===== src/hdl/bhm_map.svh =====
`ifndef BHM_MAP_SVH
`define BHM_MAP_SVH
`define BHM_PROD_RESET 8'h00
`define BHM_PROD_HI_MSB 15
`define BHM_PROD_HI_LSB 8
`define BHM_PROD_LO_MSB 7
`define BHM_PROD_LO_LSB 0
`define BHM_MUL_LATENCY 1
`define BHM_S8_CYCLES 6
`define BHM_U16_CYCLES 28
`define BHM_S16_CYCLES 40
`endif


===== src/hdl/bhm_pkg.sv =====
package bhm_pkg;
    typedef logic [7:0] bhm_byte_t;
    typedef logic [15:0] bhm_prod_t;
endpackage


===== src/hdl/bhm_multiplier.sv =====
// Summary of operation
// RL1: both bytes are unsigned and the full 16-bit product splits into high and low bytes.
// RL2: a multiply leaves the carry, zero, overflow, negative and digit carry flags as they were.
// RL3: both product bytes are written at the edge ending the multiply instruction cycle.
// RL4: one operand is the working register, the other the addressed file register byte.
// RL5: software builds 8x8 signed products by subtracting the other operand from the high byte.
// RL6: software builds 16x16 unsigned products from four weighted partial products with carries.
// RL7: software corrects 16x16 signed products by subtracting from the upper result half.
// RL8: software routines stay within 6, 28 and 40 instruction cycles respectively.
// RL9: the product bytes hold until the next multiply or a direct file register write.
`include "bhm_map.svh"
`timescale 1ns/1ps
`default_nettype none
module bhm_multiplier
    import bhm_pkg::*;
(
    // clock and reset
    input wire logic sys_clk,
    input wire logic rst,
    // instruction decoder
    input wire logic multiply_working_by_file,
    input wire logic [7:0] working_register,
    input wire logic [7:0] file_operand,
    // alu status flags passing through
    input wire logic [4:0] status_in,
    output logic [4:0] status_out,
    // direct file register writes
    input wire logic prod_hi_write,
    input wire logic prod_lo_write,
    input wire logic [7:0] write_data,
    // product register pair
    output var logic [7:0] product_high_byte,
    output var logic [7:0] product_low_byte
);

    function automatic bhm_prod_t bhm_mul(input bhm_byte_t a, input bhm_byte_t b);
        bhm_mul = 16'(a) * 16'(b);
    endfunction

    // byte selects shared by the checks; both halves always come from one product
    function automatic bhm_byte_t bhm_hi_of(input bhm_byte_t a, input bhm_byte_t b);
        bhm_prod_t p;
        p = bhm_mul(a, b);
        return p[`BHM_PROD_HI_MSB:`BHM_PROD_HI_LSB];
    endfunction

    function automatic bhm_byte_t bhm_lo_of(input bhm_byte_t a, input bhm_byte_t b);
        bhm_prod_t p;
        p = bhm_mul(a, b);
        return p[`BHM_PROD_LO_MSB:`BHM_PROD_LO_LSB];
    endfunction

    bhm_prod_t next_product;
    assign next_product = bhm_mul(working_register, file_operand); // [RL1] [RL4]

    // flags are never touched by the multiplier
    assign status_out = status_in; // [RL2]

    ////////////////////////////////////////////////////////////////////////////
    // product high byte; a multiply outranks a same-cycle direct write
    always_ff @(posedge sys_clk or posedge rst) begin
        if (rst) begin
            product_high_byte <= `BHM_PROD_RESET;
        end else if (multiply_working_by_file) begin
            product_high_byte <= next_product[`BHM_PROD_HI_MSB:`BHM_PROD_HI_LSB]; // [RL1] [RL3]
        end else if (prod_hi_write) begin
            product_high_byte <= write_data; // [RL9]
        end
    end

    // product low byte
    always_ff @(posedge sys_clk or posedge rst) begin
        if (rst) begin
            product_low_byte <= `BHM_PROD_RESET;
        end else if (multiply_working_by_file) begin
            product_low_byte <= next_product[`BHM_PROD_LO_MSB:`BHM_PROD_LO_LSB]; // [RL1] [RL3]
        end else if (prod_lo_write) begin
            product_low_byte <= write_data; // [RL9]
        end
    end

    ////////////////////////////////////////////////////////////////////////////
    chk_product_value: assert property (@(posedge sys_clk) disable iff (rst) // [RL1]
        multiply_working_by_file |=> {product_high_byte, product_low_byte} ==
            $past(working_register) * $past(file_operand))
        else $error("product does not match operands");
    chk_flags_kept: assert property (@(posedge sys_clk) disable iff (rst) // [RL2]
        status_out == status_in)
        else $error("multiplier altered status flags");
    chk_one_cycle: assert property (@(posedge sys_clk) disable iff (rst) // [RL3]
        multiply_working_by_file ##1 !multiply_working_by_file && !prod_hi_write
            |=> $stable(product_high_byte))
        else $error("product not ready after one cycle");
    chk_working_operand: assert property (@(posedge sys_clk) disable iff (rst) // [RL4]
        multiply_working_by_file && file_operand == 8'h01
            |=> product_low_byte == $past(working_register) && product_high_byte == 8'h00)
        else $error("working register not used as operand");
    chk_hold_high: assert property (@(posedge sys_clk) disable iff (rst) // [RL9]
        !multiply_working_by_file && !prod_hi_write |=> $stable(product_high_byte))
        else $error("product high changed without cause");
    chk_hold_low: assert property (@(posedge sys_clk) disable iff (rst) // [RL9]
        !multiply_working_by_file && !prod_lo_write |=> $stable(product_low_byte))
        else $error("product low changed without cause");
    chk_write_high: assert property (@(posedge sys_clk) disable iff (rst) // [RL9]
        prod_hi_write && !multiply_working_by_file |=> product_high_byte == $past(write_data))
        else $error("direct write to product high lost");
    chk_write_low: assert property (@(posedge sys_clk) disable iff (rst) // [RL9]
        prod_lo_write && !multiply_working_by_file |=> product_low_byte == $past(write_data))
        else $error("direct write to product low lost");

    cov_multiply: cover property (@(posedge sys_clk) disable iff (rst)
        multiply_working_by_file ##1 multiply_working_by_file);
    cov_max_product: cover property (@(posedge sys_clk) disable iff (rst)
        multiply_working_by_file && working_register == 8'hff && file_operand == 8'hff);
    cov_write_then_mul: cover property (@(posedge sys_clk) disable iff (rst)
        prod_hi_write ##1 multiply_working_by_file);
    cov_collision: cover property (@(posedge sys_clk) disable iff (rst)
        prod_lo_write && multiply_working_by_file);
    cov_signed_operands: cover property (@(posedge sys_clk) disable iff (rst)
        multiply_working_by_file && working_register[7] && file_operand[7]);

    ////////////////////////////////////////////////////////////////////////////
    // byte-wise product checks
    property p_high_value;
        @(posedge sys_clk) disable iff (rst)
        multiply_working_by_file |=> product_high_byte ==
            bhm_hi_of($past(working_register), $past(file_operand));
    endproperty
    chk_high_value: assert property (p_high_value) // [RL1]
        else $error("product high byte wrong");

    property p_low_value;
        @(posedge sys_clk) disable iff (rst)
        multiply_working_by_file |=> product_low_byte ==
            bhm_lo_of($past(working_register), $past(file_operand));
    endproperty
    chk_low_value: assert property (p_low_value) // [RL1]
        else $error("product low byte wrong");

    property p_zero_operand;
        @(posedge sys_clk) disable iff (rst)
        multiply_working_by_file && (working_register == 8'h00 || file_operand == 8'h00)
            |=> product_high_byte == 8'h00 && product_low_byte == 8'h00;
    endproperty
    chk_zero_operand: assert property (p_zero_operand) // [RL1]
        else $error("zero operand gave nonzero product");

    property p_full_scale;
        @(posedge sys_clk) disable iff (rst)
        multiply_working_by_file && working_register == 8'hff && file_operand == 8'hff
            |=> product_high_byte == 8'hfe && product_low_byte == 8'h01;
    endproperty
    chk_full_scale: assert property (p_full_scale) // [RL1]
        else $error("full scale product wrong");

    // a signed multiplier would give ff00 here
    property p_msb_unsigned;
        @(posedge sys_clk) disable iff (rst)
        multiply_working_by_file && working_register == 8'h80 && file_operand == 8'h02
            |=> product_high_byte == 8'h01 && product_low_byte == 8'h00;
    endproperty
    chk_msb_unsigned: assert property (p_msb_unsigned) // [RL1]
        else $error("top operand bit treated as sign");

    property p_flags_on_mul;
        @(posedge sys_clk) disable iff (rst)
        multiply_working_by_file |-> status_out == status_in;
    endproperty
    chk_flags_on_mul: assert property (p_flags_on_mul) // [RL2]
        else $error("flags changed during multiply");

    property p_flags_after_mul;
        @(posedge sys_clk) disable iff (rst)
        multiply_working_by_file |=> status_out == status_in;
    endproperty
    chk_flags_after_mul: assert property (p_flags_after_mul) // [RL2]
        else $error("flags changed after multiply");

    ////////////////////////////////////////////////////////////////////////////
    // a same-cycle direct write must not spoil the product
    property p_collide_high;
        @(posedge sys_clk) disable iff (rst)
        multiply_working_by_file && prod_hi_write |=> product_high_byte ==
            bhm_hi_of($past(working_register), $past(file_operand));
    endproperty
    chk_collide_high: assert property (p_collide_high) // [RL3]
        else $error("direct write beat multiply on high byte");

    property p_collide_low;
        @(posedge sys_clk) disable iff (rst)
        multiply_working_by_file && prod_lo_write |=> product_low_byte ==
            bhm_lo_of($past(working_register), $past(file_operand));
    endproperty
    chk_collide_low: assert property (p_collide_low) // [RL3]
        else $error("direct write beat multiply on low byte");

    property p_back_to_back;
        @(posedge sys_clk) disable iff (rst)
        multiply_working_by_file ##1 multiply_working_by_file |=> product_low_byte ==
            bhm_lo_of($past(working_register), $past(file_operand));
    endproperty
    chk_back_to_back: assert property (p_back_to_back) // [RL3]
        else $error("second multiply in a row lost");

    property p_file_operand;
        @(posedge sys_clk) disable iff (rst)
        multiply_working_by_file && working_register == 8'h01
            |=> product_low_byte == $past(file_operand) && product_high_byte == 8'h00;
    endproperty
    chk_file_operand: assert property (p_file_operand) // [RL4]
        else $error("file register not used as operand");

    ////////////////////////////////////////////////////////////////////////////
    // direct writes touch only their own byte
    property p_low_kept;
        @(posedge sys_clk) disable iff (rst)
        prod_hi_write && !prod_lo_write && !multiply_working_by_file
            |=> $stable(product_low_byte);
    endproperty
    chk_low_kept: assert property (p_low_kept) // [RL9]
        else $error("high write disturbed low byte");

    property p_high_kept;
        @(posedge sys_clk) disable iff (rst)
        prod_lo_write && !prod_hi_write && !multiply_working_by_file
            |=> $stable(product_high_byte);
    endproperty
    chk_high_kept: assert property (p_high_kept) // [RL9]
        else $error("low write disturbed high byte");

    property p_both_written;
        @(posedge sys_clk) disable iff (rst)
        prod_hi_write && prod_lo_write && !multiply_working_by_file
            |=> product_high_byte == $past(write_data) && product_low_byte == $past(write_data);
    endproperty
    chk_both_written: assert property (p_both_written) // [RL9]
        else $error("paired direct write lost");

endmodule
`default_nettype wire


===== config.mk =====
export PLATFORM = sky130hd
export DESIGN_NAME = bhm_multiplier
export DESIGN_NICKNAME = d
export VERILOG_FILES = /design/src/hdl/bhm_pkg.sv /design/src/hdl/bhm_multiplier.sv
export VERILOG_INCLUDE_DIRS = /design/src /design/src/hdl
export SDC_FILE = /design/constraint.sdc
export NUM_CORES = 1
export LEC_CHECK = 0
export ABC_AREA = 1
export ABC_CLOCK_PERIOD_IN_PS = 1100
export BUFFER_PORTS_ARGS = -buffer_cell sky130_fd_sc_hd__buf_2
export CAP_MARGIN = 20
export CORE_UTILIZATION = 44
export DETAILED_ROUTE_END_ITERATION = 10
export PLACE_DENSITY_LB_ADDON = 0.25
export SETUP_SLACK_MARGIN = 0.3
export SKIP_CTS_REPAIR_TIMING = 1
export SYNTH_ARGS = -nofsm -noshare
export SYNTH_HDL_FRONTEND = slang
export SYNTH_SLANG_ARGS = --single-unit

===== constraint.sdc =====
create_clock -name sys_clk -period 1.1 [get_ports sys_clk]
set_clock_uncertainty 0.05 [all_clocks]
set_input_delay 0.22 -clock sys_clk [delete_from_list [all_inputs] [get_ports sys_clk]]
set_output_delay 0.22 -clock sys_clk [all_outputs]
set_load 0.02 [all_outputs]

# After elaboration in Yosys (flattened, before gate mapping)
# Index checks and enable logic that the tools add are counted.
op_classes:
  n_mul: 1
  mux: 4
  n_reduce_logical: 2
op_table:
  columns: ["operator", "count"]
  rows:
  - ["8-bit two-way mux", 4]
  - ["8-bit by 8-bit multiplier with 16-bit output", 1]
  - ["2-bit nonzero test", 2]
word_totals:
  regBits: 16
  input_bits: 34
  output_inout_bits: 21

# Depth between registers and ports, before layout
# Gate-level depths: netlist of run 1.
logic_depth:
  word_depth: 2
  ltp_mapped: 21

# Worst setup path after synthesis of run 1
# OpenSTA, ideal clock, no wires.
synth_timing:
  path_kind: "in2reg"
  from: "in working_register[0]"
  to: "reg product_high_byte[7]"
  arrival_time_ns: 3.650
  required_ns: 0.933
  slack_ns: -2.718
  path_stages: 18
  path_buffers: 1
  cell_sequence: "clkbuf_1 > nand2_1 > fa_1 > fa_1 > inv_1 > fa_1 > inv_1 > fa_1 > inv_1 > ha_1 > nand2_2 > nor2_1 > and2_1 > nand2_1 > nand3_1 > nand2_1 > nand3_1 > nand2_1"
synth_via:
  elab_chain_len: 2
synth_lines:
  columns: ["element", "line", "rtl"]
  rows:
  - ["start: declaration", "bhm_multiplier.sv:22", "input wire logic [7:0] working_register,"]
  - ["8-bit by 8-bit multiplier with 16-bit output", "bhm_multiplier.sv:37", "bhm_mul = 16'(a) * 16'(b);"]
  - ["8-bit two-way mux", "bhm_multiplier.sv:64", "end else if (multiply_working_by_file) begin"]
  - ["end signal: assignment", "bhm_multiplier.sv:63", "product_high_byte <= `BHM_PROD_RESET;"]
  - ["end signal: assignment", "bhm_multiplier.sv:65", "product_high_byte <= next_product[`BHM_PROD_HI_MSB:`BHM_PROD_HI_LSB];"]
  - ["end signal: assignment", "bhm_multiplier.sv:67", "product_high_byte <= write_data;"]
  - ["end: declaration", "bhm_multiplier.sv:32", "output var logic [7:0] product_high_byte,"]
# No other way between the ends.
# A chain may end at the register's enable or synchronous reset.

# Worst setup path after layout of run 1
layout_timing:
  from: "in file_operand[4]"
  to: "reg product_high_byte[7]"
layout_via:
  elab_chain_len: 2
layout_lines:
  columns: ["element", "line", "rtl"]
  rows:
  - ["start: declaration", "bhm_multiplier.sv:23", "input wire logic [7:0] file_operand,"]
  - ["8-bit by 8-bit multiplier with 16-bit output", "bhm_multiplier.sv:37", null]
  - ["8-bit two-way mux", "bhm_multiplier.sv:64", null]
# No other way between the ends.

==> results of run 1 <==
sequential cells by signal, indices dropped and copies added (netlist names):
register	count
product_low_byte	8
product_high_byte	8
placed cells by master, fill, tap and decap left out, types with 13 or more instances in the layout:
| master | count |
|---|---|
| inv_2 | 25 |
| inv_1 | 111 |
| fa_1 | 32 |
| ha_4 | 13 |
| nand2_2 | 25 |
| ha_1 | 21 |
| buf_6 | 31 |
| buf_4 | 42 |
| nand2_1 | 112 |
| buf_2 | 14 |
| dfrtp_1 | 16 |
| nand3_1 | 20 |
power groups by stage:
stage / Clock (W) / Combinational (W) / Sequential, W
after floorplan: 0 / 0.00329 / 0.00118
after global placement: 0 / 0.00486 / 0.000920
after detailed placement: 0 / 0.00493 / 0.000923
after CTS: 0.000436 / 0.00496 / 0.000913
after global routing: 0.000461 / 0.00682 / 0.000985
final: 0.000424 / 0.00612 / 0.000970
logic make-up after synthesis:
group | count (synthesis) | synth area share, %
AOI/OAI and AO/OA | 24 | 4.62
xor gates and xnor gates | 3 | 0.830
adders and majority gates | 72 | 37.0
buffers and inverters | 160 | 20.0
DFF | 16 | 12.6
and+or+nand+nor | 194 | 25.0
layer usage:
layer	vias to the layer above	routed length [µm]
met2	48	4040
met3	4	213
met1	1422	3320
met5	-	0
met4	0	28
li1	1512	-
final cells by class:
| type | instances | area (µm²) |
|---|---|---|
| sequential | 16 | 400 |
| inverter | 136 | 510 |
| multi-input combinational | 293 | 2550 |
| fill | 607 | 2400 |
| clock buffer | 3 | 41.3 |
| timing repair buffer | 94 | 847 |
| tap | 96 | 120 |
worst max-delay path, cell delays in order:
cell	delay, ps
buf_12	100
nand2_4	50
fa_1	490
fa_1	530
inv_2	40
fa_1	530
inv_1	50
fa_1	530
inv_2	50
ha_4	290
nand2_4	70
nor2_4	110
and2_4	150
nand2_4	40
nand3_2	50
nand2_1	50
nand3_1	60
nand2_1	50
metrics by stage:
stage | util [%] | total power, W | std cells | setup WS [ps]
6_report | 65.1 | 0.00751 | 638 | -2260
5_1_grt | 65.1 | 0.00827 | 638 | -2380
4_1_cts | 55.8 | 0.00631 | 628 | -2330
3_5_place_dp | 55.2 | 0.00586 | 625 | -2590
3_3_place_gp | 55.2 | 0.00578 | 625 | -2550
2_1_floorplan | - | 0.00446 | 469 | -2370
final timing paths:
| check | cells after the start | start | to |
|---|---|---|---|
| worst min-delay path | 3 | rst | product_high_byte[5] |
| worst max-delay path | 18 | file_operand[4] | product_high_byte[7] |
| worst max register to register | 5 | product_high_byte[5] | product_high_byte[5] |
| worst min register to register | 2 | product_low_byte[7] | product_low_byte[7] |
| max in group asynchronous | 3 | rst | product_low_byte[0] |
| min in group sys_clk | 3 | write_data[6] | product_low_byte[6] |
==> impl_metrics.env, run 1 <==
export IMPL_synth_seq_area_share_pct=12.6
export IMPL_dp_hpwl_um=6060
export IMPL_clkPwrFrac_pct=5.6
export IMPL_max_slew_margin_pct=75.3
export IMPL_startpoint_type="input pin"
export IMPL_std_cell_rows=30
export IMPL_failed_checks="hold timing, setup timing"
export IMPL_routedWlPerCell_um=11.9
export IMPL_leakage_nw=2.66
export IMPL_yosys_top_cells_area="fa_1 23%, nand2_1 17%, inv_1 16%"
export IMPL_grt_overflow=0
export IMPL_outcome="finished with violations"
export IMPL_critical_path_required_ps=1190
export IMPL_worst_ep_arrival_time_ps=3450
export IMPL_fin_ws_ps=-2260
export IMPL_combPwrFrac_pct=81.4
export IMPL_use_met1_pct=28.8
export IMPL_max_clock_path_buffers=2
export IMPL_grt_first_pass_wirelength_um=12600
export IMPL_grt_most_used_layer="met2"
export IMPL_report_final_slew_viol_count=0
export IMPL_drive_gt1_share_pct=35.8
export IMPL_synthTopCellsByCount="145 x nand2_1, 135 x inv_1, 36 x fa_1, 36 x ha_1, 27 x nand3_1"
export IMPL_drt_iter0_drc=84
export IMPL_syn_inst=469
export IMPL_start_util_pct=46.1
export IMPL_place_area_um2=3790
export IMPL_critical_path_class="input pin to register"
export IMPL_dieArea_um2=7540
export IMPL_tns_ps=-26250
export IMPL_synth_warnings=0
export IMPL_root_buffer="clkbuf_8"
export IMPL_hold_ws_ps=-81.2
export IMPL_clock_sinks=16
export IMPL_cts_buffers=3
export IMPL_min_path_type="input pin to asynchronous set/reset pin"
export IMPL_path_clk_slew_ps=60
export IMPL_async_flop_share_pct=100
export IMPL_num_io_pins=55
export IMPL_use_met2_pct=35.9
export IMPL_max_freq_ghz=0.298
export IMPL_synth_cell_types=25
export IMPL_cts_tree="yes"
export IMPL_track_usage_pct=20.7
export IMPL_ant_nets=0
export IMPL_fin_crit_ps=3360
export IMPL_switchingPower_w=0.00364
export IMPL_worstMarginPinSlew_ps=371
export IMPL_synth_nets=575
export IMPL_seq_power_share_pct=12.9
export IMPL_drt_pass1_iter_count=5
export IMPL_antenna_found_initial=0
export IMPL_final_nets=650
export IMPL_area_delta_synth_final_pct=41.1
export IMPL_htree_levels=1
export IMPL_gp_congestion=0.863
export IMPL_r2r_setup_slack_ps=150
export IMPL_die_w_um=86.9
export IMPL_hold_viol=16
export IMPL_syn_area_um2=3170
export IMPL_routed_wl_um=7610
export IMPL_yosys_area_top_type="fa_1"
export IMPL_via_per_inst=4.68
export IMPL_via_count=2986
export IMPL_grt_pass1_vias=2936
export IMPL_ir_drop_v=0.000800
export IMPL_path_max_fanout=7
export IMPL_ys_ff_latch=16
export IMPL_yosysTopAreaCellShare_pct=22.7
export IMPL_die_y_um=86.9
export IMPL_synth_avg_cell_area_um2=6.75
export IMPL_io_buffers=44
export IMPL_drc=0
export IMPL_endpoint_kind="register"
export IMPL_core_region_area_um2=6870
export IMPL_finalCritPeriodShare_pct=305
export IMPL_grt_use_met3_pct=2.27
export IMPL_synth_flop_cell="dfrtp_1"
export IMPL_internal_power_w=0.00388
export IMPL_yosysMostFrequentCell="nand2_1"
export IMPL_cap_violations=0
export IMPL_rsz0062_at_grt="yes"
export IMPL_clock_latency_ps=240
export IMPL_synth_edff_count=0
export IMPL_grt_max_degree=17
export IMPL_n_antenna_cell=0
export IMPL_design_area_um2=4470
export IMPL_setup_viol=14
export IMPL_swShare_pct=48.4
export IMPL_power_density_nw_per_um2=1680
No activity file was read; power rests on OpenSTA's default activity.
==> run 2, diff against run 1 <==
--- a/config.mk
+++ b/config.mk
@@ -12,4 +12,5 @@
 export CAP_MARGIN = 20
 export CORE_UTILIZATION = 44
+export CTS_BUF_LIST = sky130_fd_sc_hd__clkbuf_8 sky130_fd_sc_hd__clkbuf_16
 export DETAILED_ROUTE_END_ITERATION = 10
 export PLACE_DENSITY_LB_ADDON = 0.25
--- a/constraint.sdc
+++ b/constraint.sdc
@@ -3,3 +3,3 @@
 set_input_delay 0.22 -clock sys_clk [delete_from_list [all_inputs] [get_ports sys_clk]]
 set_output_delay 0.22 -clock sys_clk [all_outputs]
-set_load 0.02 [all_outputs]
+set_load 0.05 [all_outputs]
==> run 2 against run 1 <==
The flow still finishes with violations (hold timing, setup timing). Register-to-register slack worse by 90 ps. Sequential power barely moved. Core utilization is 0.64 points higher. First-iteration DRC count rose by 50%. Fmax increased by 0.99%. Power up 9.1%.
==> impl_metrics.env, run 2 (synthesis results as in run 1) <==
export IMPL_critical_path_class="input pin to register"
export IMPL_drt_pass1_iter_count=4
export IMPL_cp_top_family="adder cells"
export IMPL_crit_chain="buf_12 > nand2_1 > inv_1 > fa_1 > fa_1 > fa_1 > inv_1 > fa_1 > inv_2 > ha_4 > nand2_2 > nor2_2 > nand3_2 > nand3_2 > nand2_2 > nand3_2 > nand2_1"
export IMPL_path_max_fanout=6
export IMPL_fin_ws_ps=-2230
export IMPL_hold_viol=16
export IMPL_grt_use_met3_pct=1.80
export IMPL_drt_iter0_drc=126
export IMPL_rr_worst_depth=4
export IMPL_grt_overflow=0
export IMPL_max_slew_margin_pct=73.8
export IMPL_routedWlPerCell_um=11.7
export IMPL_report_final_slew_viol_count=0
export IMPL_cap_violations=0
export IMPL_dp_hpwl_um=6070
export IMPL_drc=0
export IMPL_combPwrFrac_pct=81.3
export IMPL_seq_power_share_pct=12.2
export IMPL_critPathMaxStageDelay_ps=500
export IMPL_crit_top_cell="fa_1"
export IMPL_finalCritPeriodShare_pct=302
export IMPL_critical_path_required_ps=1200
export IMPL_max_freq_ghz=0.301
export IMPL_n_fill_cell=584
export IMPL_htree_levels=1
export IMPL_gp_congestion=0.834
export IMPL_grt_most_used_layer="met2"
export IMPL_internal_power_w=0.00407
export IMPL_max_clock_path_buffers=2
export IMPL_via_count=2962
export IMPL_swShare_pct=50.3
export IMPL_min_path_type="input pin to asynchronous set/reset pin"
export IMPL_reg_top3="product_high_byte (8), product_low_byte (8)"
export IMPL_core_region_area_um2=6870
export IMPL_ant_nets=0
export IMPL_clock_latency_ps=250
export IMPL_switchingPower_w=0.00412
export IMPL_layout_commonest_cell="nand2_1"
export IMPL_final_cell_mix="110 x nand2_1, 109 x inv_1, 37 x buf_4"
export IMPL_via_per_inst=4.65
export IMPL_fin_crit_ps=3330
export IMPL_cts_buffers=3
export IMPL_grt_pass1_vias=2722
export IMPL_utilization_pct=65.7
export IMPL_die_w_um=86.9
export IMPL_num_io_pins=55
export IMPL_critical_path_buf_inv_count=4
export IMPL_rsz0062_at_grt="yes"
export IMPL_power_density_nw_per_um2=1810
export IMPL_track_usage_pct=20.2
export IMPL_start_util_pct=46.1
export IMPL_cts_tree="yes"
export IMPL_hold_ws_ps=-91.0
export IMPL_die_y_um=86.9
export IMPL_leakage_nw=2.62
export IMPL_area_delta_synth_final_pct=42.5
export IMPL_path_clk_slew_ps=60
export IMPL_antenna_found_initial=0
export IMPL_tns_ps=-25980
export IMPL_endpoint_kind="register"
export IMPL_grt_max_degree=17
export IMPL_routed_wl_um=7450
export IMPL_clkPwrFrac_pct=6.5
export IMPL_final_nets=648
export IMPL_ir_drop_v=0.000766
export IMPL_root_buffer="clkbuf_8"
export IMPL_n_antenna_cell=0
export IMPL_io_buffers=44
export IMPL_critPathSlowestCell="fa_1"
export IMPL_failed_checks="hold timing, setup timing"
export IMPL_use_met1_pct=29.0
export IMPL_setup_viol=15
export IMPL_grt_first_pass_wirelength_um=12100
export IMPL_worstMarginPinSlew_ps=392
export IMPL_startpoint_type="input pin"
export IMPL_crit_cells=17
export IMPL_clock_sinks=16
export IMPL_std_cell_rows=30
export IMPL_worst_ep_arrival_time_ps=3420
export IMPL_drive_gt1_share_pct=39.4
export IMPL_use_met2_pct=33.6
export IMPL_dieArea_um2=7540
export IMPL_outcome="finished with violations"
[run 2: tightest hold or removal path, cell delays in order]
cell and delay (ps):
buf_2 90, inv_1 40, buf_4 230
[run 2: metal layers]
layer | part of all wire, % | vias to the layer above | wire [µm]
li1 | - | 1508 | -
met1 | 46 | 1391 | 3410
met2 | 50 | 55 | 3730
met3 | 2.9 | 8 | 217
met4 | 1.2 | 0 | 87
met5 | 0 | - | 0
[run 2: final timing paths]
path / start / to / slack, ps
min reg2reg: product_low_byte[4] / product_low_byte[4] / 480
max in group asynchronous: rst / product_low_byte[7] / 890
max reg2reg: product_high_byte[1] / product_high_byte[1] / 60
min: rst / product_low_byte[3] / -90
min in group sys_clk: write_data[0] / product_low_byte[0] / 200
max: file_operand[2] / product_high_byte[5] / -2230
[run 2: stage by stage]
step | instance area [µm²] | total power (W) | hold WS (ps) | setup WS, ps | instances
after floorplan | 3460 | 0.00501 | 82.7 | -2370 | 469
after global routing | 4510 | 0.00902 | -73.0 | -2390 | 637
after CTS | 3860 | 0.00692 | -83.1 | -2290 | 628
after global placement | 3800 | 0.00629 | 184 | -2510 | 624
final | 4510 | 0.00819 | -91.0 | -2230 | 637
after detailed placement | 3800 | 0.00637 | 188 | -2560 | 624
[run 2: layout make-up]
| type | count | area (µm²) | area share [%] |
|---|---|---|---|
| multi-input cells | 293 | 2550 | 56.5 |
| repair buffers | 92 | 858 | 19.0 |
| clock buffers | 4 | 55.1 | 1.22 |
| inverters | 136 | 513 | 11.4 |
| flip-flops and latches | 16 | 419 | 9.28 |
| well taps | 96 | 120 | 2.66 |
[run 2: power by group through the flow]
stage	Clock, W	Combinational [W]	Sequential (W)
4_1_cts	0.000538	0.00543	0.000949
2_1_floorplan	0	0.00331	0.00170
3_3_place_gp	0	0.00533	0.000956
6_report	0.000532	0.00666	0.00100
3_5_place_dp	0	0.00542	0.000957
5_1_grt	0.000573	0.00743	0.00102
==> run 3, diff against run 2 <==
Settings changed: CORE_MARGIN from default to 1, PLACE_DENSITY from default to 0.65, PLACE_DENSITY_LB_ADDON 0.25 to default.
==> run 3 against run 2 <==
The flow still finishes with violations (hold timing, setup timing). First-iteration DRC count grew 26%. Flip-flop and latch count is the same. Combinational power grew 3.6%. Largest cell class unchanged.
==> impl_metrics.env, run 3 (synthesis results as in run 1) <==
export IMPL_grt_max_degree=17
export IMPL_num_io_pins=55
export IMPL_combPwrFrac_pct=81.8
export IMPL_crit_top_cell="fa_1"
export IMPL_crit_chain="buf_12 > nand2_4 > fa_1 > fa_1 > inv_2 > fa_1 > inv_2 > fa_1 > inv_2 > ha_4 > nand2_4 > nor2_4 > and2_4 > nand2_4 > nand3_2 > nand2_2 > nand3_2 > nand2_1"
export IMPL_htree_levels=1
export IMPL_grt_pass1_vias=2840
export IMPL_via_per_inst=4.64
export IMPL_rsz0062_at_grt="yes"
export IMPL_io_buffers=44
export IMPL_clkPwrFrac_pct=6.4
export IMPL_power_density_nw_per_um2=1860
export IMPL_clock_sinks=16
export IMPL_report_final_slew_viol_count=0
export IMPL_core_region_area_um2=6870
export IMPL_start_util_pct=46.1
export IMPL_switchingPower_w=0.00430
export IMPL_cts_tree="yes"
export IMPL_track_usage_pct=20.7
export IMPL_path_max_fanout=7
export IMPL_startpoint_type="input pin"
export IMPL_via_count=2969
export IMPL_root_buffer="clkbuf_8"
export IMPL_n_fill_cell=576
export IMPL_endpoint_kind="register"
export IMPL_critPathSlowestCell="fa_1"
export IMPL_critical_path_required_ps=1200
export IMPL_drt_pass1_iter_count=4
export IMPL_final_cell_mix="117 x inv_1, 105 x nand2_1, 40 x buf_4"
export IMPL_gp_congestion=0.802
export IMPL_cap_violations=0
export IMPL_critical_path_class="input pin to register"
export IMPL_max_slew_margin_pct=74.3
export IMPL_dieArea_um2=7540
export IMPL_leakage_nw=2.70
export IMPL_fin_crit_ps=3360
export IMPL_drive_gt1_share_pct=38.8
export IMPL_grt_overflow=0
export IMPL_hold_viol=16
export IMPL_routed_wl_um=7440
export IMPL_min_path_type="input pin to asynchronous set/reset pin"
export IMPL_ant_nets=0
export IMPL_n_antenna_cell=0
export IMPL_grt_first_pass_wirelength_um=12500
export IMPL_die_w_um=86.9
export IMPL_outcome="finished with violations"
export IMPL_cts_buffers=3
export IMPL_max_freq_ghz=0.297
export IMPL_critical_path_buf_inv_count=4
export IMPL_critPathMaxStageDelay_ps=550
export IMPL_power_total_w=0.00843
export IMPL_worstMarginPinSlew_ps=385
export IMPL_finalCritPeriodShare_pct=306
export IMPL_max_clock_path_buffers=2
export IMPL_cp_top_family="adder cells"
export IMPL_drt_iter0_drc=159
export IMPL_ir_drop_v=0.000870
export IMPL_reg_top3="product_high_byte (8), product_low_byte (8)"
export IMPL_path_clk_slew_ps=70
export IMPL_std_cell_rows=30
export IMPL_fin_ws_ps=-2260
export IMPL_routedWlPerCell_um=11.6
export IMPL_failed_checks="hold timing, setup timing"
export IMPL_setup_viol=14
export IMPL_drc=0
export IMPL_swShare_pct=51.0
export IMPL_hold_ws_ps=-95.9
export IMPL_seq_power_share_pct=11.8
export IMPL_clock_latency_ps=260
export IMPL_dp_hpwl_um=6010
export IMPL_worst_ep_arrival_time_ps=3460
export IMPL_final_nets=651
export IMPL_area_delta_synth_final_pct=42.8
export IMPL_die_y_um=86.9
export IMPL_internal_power_w=0.00413
export IMPL_layout_commonest_cell="inv_1"
export IMPL_antenna_found_initial=0
==> run 3: metrics by stage <==
stage	TNS (ps)	util [%]	cells	area, µm²	worst slack [ps]
after CTS	-28040	56.5	631	3880	-2300
after detailed placement	-31300	55.7	627	3830	-2570
after global placement	-30900	55.7	627	3830	-2520
after global routing	-28400	65.8	640	4520	-2400
final	-26370	65.8	640	4520	-2260
after floorplan	-27250	-	469	3460	-2370
==> run 3: layout make-up <==
cell class              count  area (µm²)  area share [%]
clock buffers               4        55.1            1.22
inverters                 136         510            11.3
multi-input cells         293        2540            56.2
flip-flops and latches     16         419            9.27
well taps                  96         120            2.66
repair buffers             95         875            19.3
==> run 3: power by group through the flow <==
stage | Clock, W | Combinational [W] | Sequential [W]
2_1_floorplan | 0 | 0.00331 | 0.00170
3_3_place_gp | 0 | 0.00535 | 0.000953
3_5_place_dp | 0 | 0.00538 | 0.000950
4_1_cts | 0.000534 | 0.00541 | 0.000942
5_1_grt | 0.000577 | 0.00767 | 0.00102
6_report | 0.000540 | 0.00690 | 0.000994
==> run 3: tightest hold or removal path, stage by stage <==
cell	delay, ps
buf_2	90
inv_1	40
buf_4	230
==> run 3: path summary, 6_finish.rpt <==
kind	startpoint	to	slack, ps	cells past startpoint
max in group asynchronous	rst	product_high_byte[6]	880	3
hold reg to reg	product_low_byte[6]	product_low_byte[6]	470	2
setup / recovery	working_register[5]	product_high_byte[7]	-2260	18
hold / removal	rst	product_low_byte[0]	-100	3
setup reg to reg	product_high_byte[2]	product_high_byte[2]	90	4
min in group sys_clk	write_data[0]	product_low_byte[0]	190	3
==> run 3: metal layers <==
metal / vias up / wire [µm] / global-route usage (%)
met2: 43 / 3650 / 34.1
met5: - / 0 / 0
met1: 1406 / 3520 / 29.7
li1: 1512 / - / -
met3: 8 / 213 / 2.09
met4: 0 / 64 / 3.33
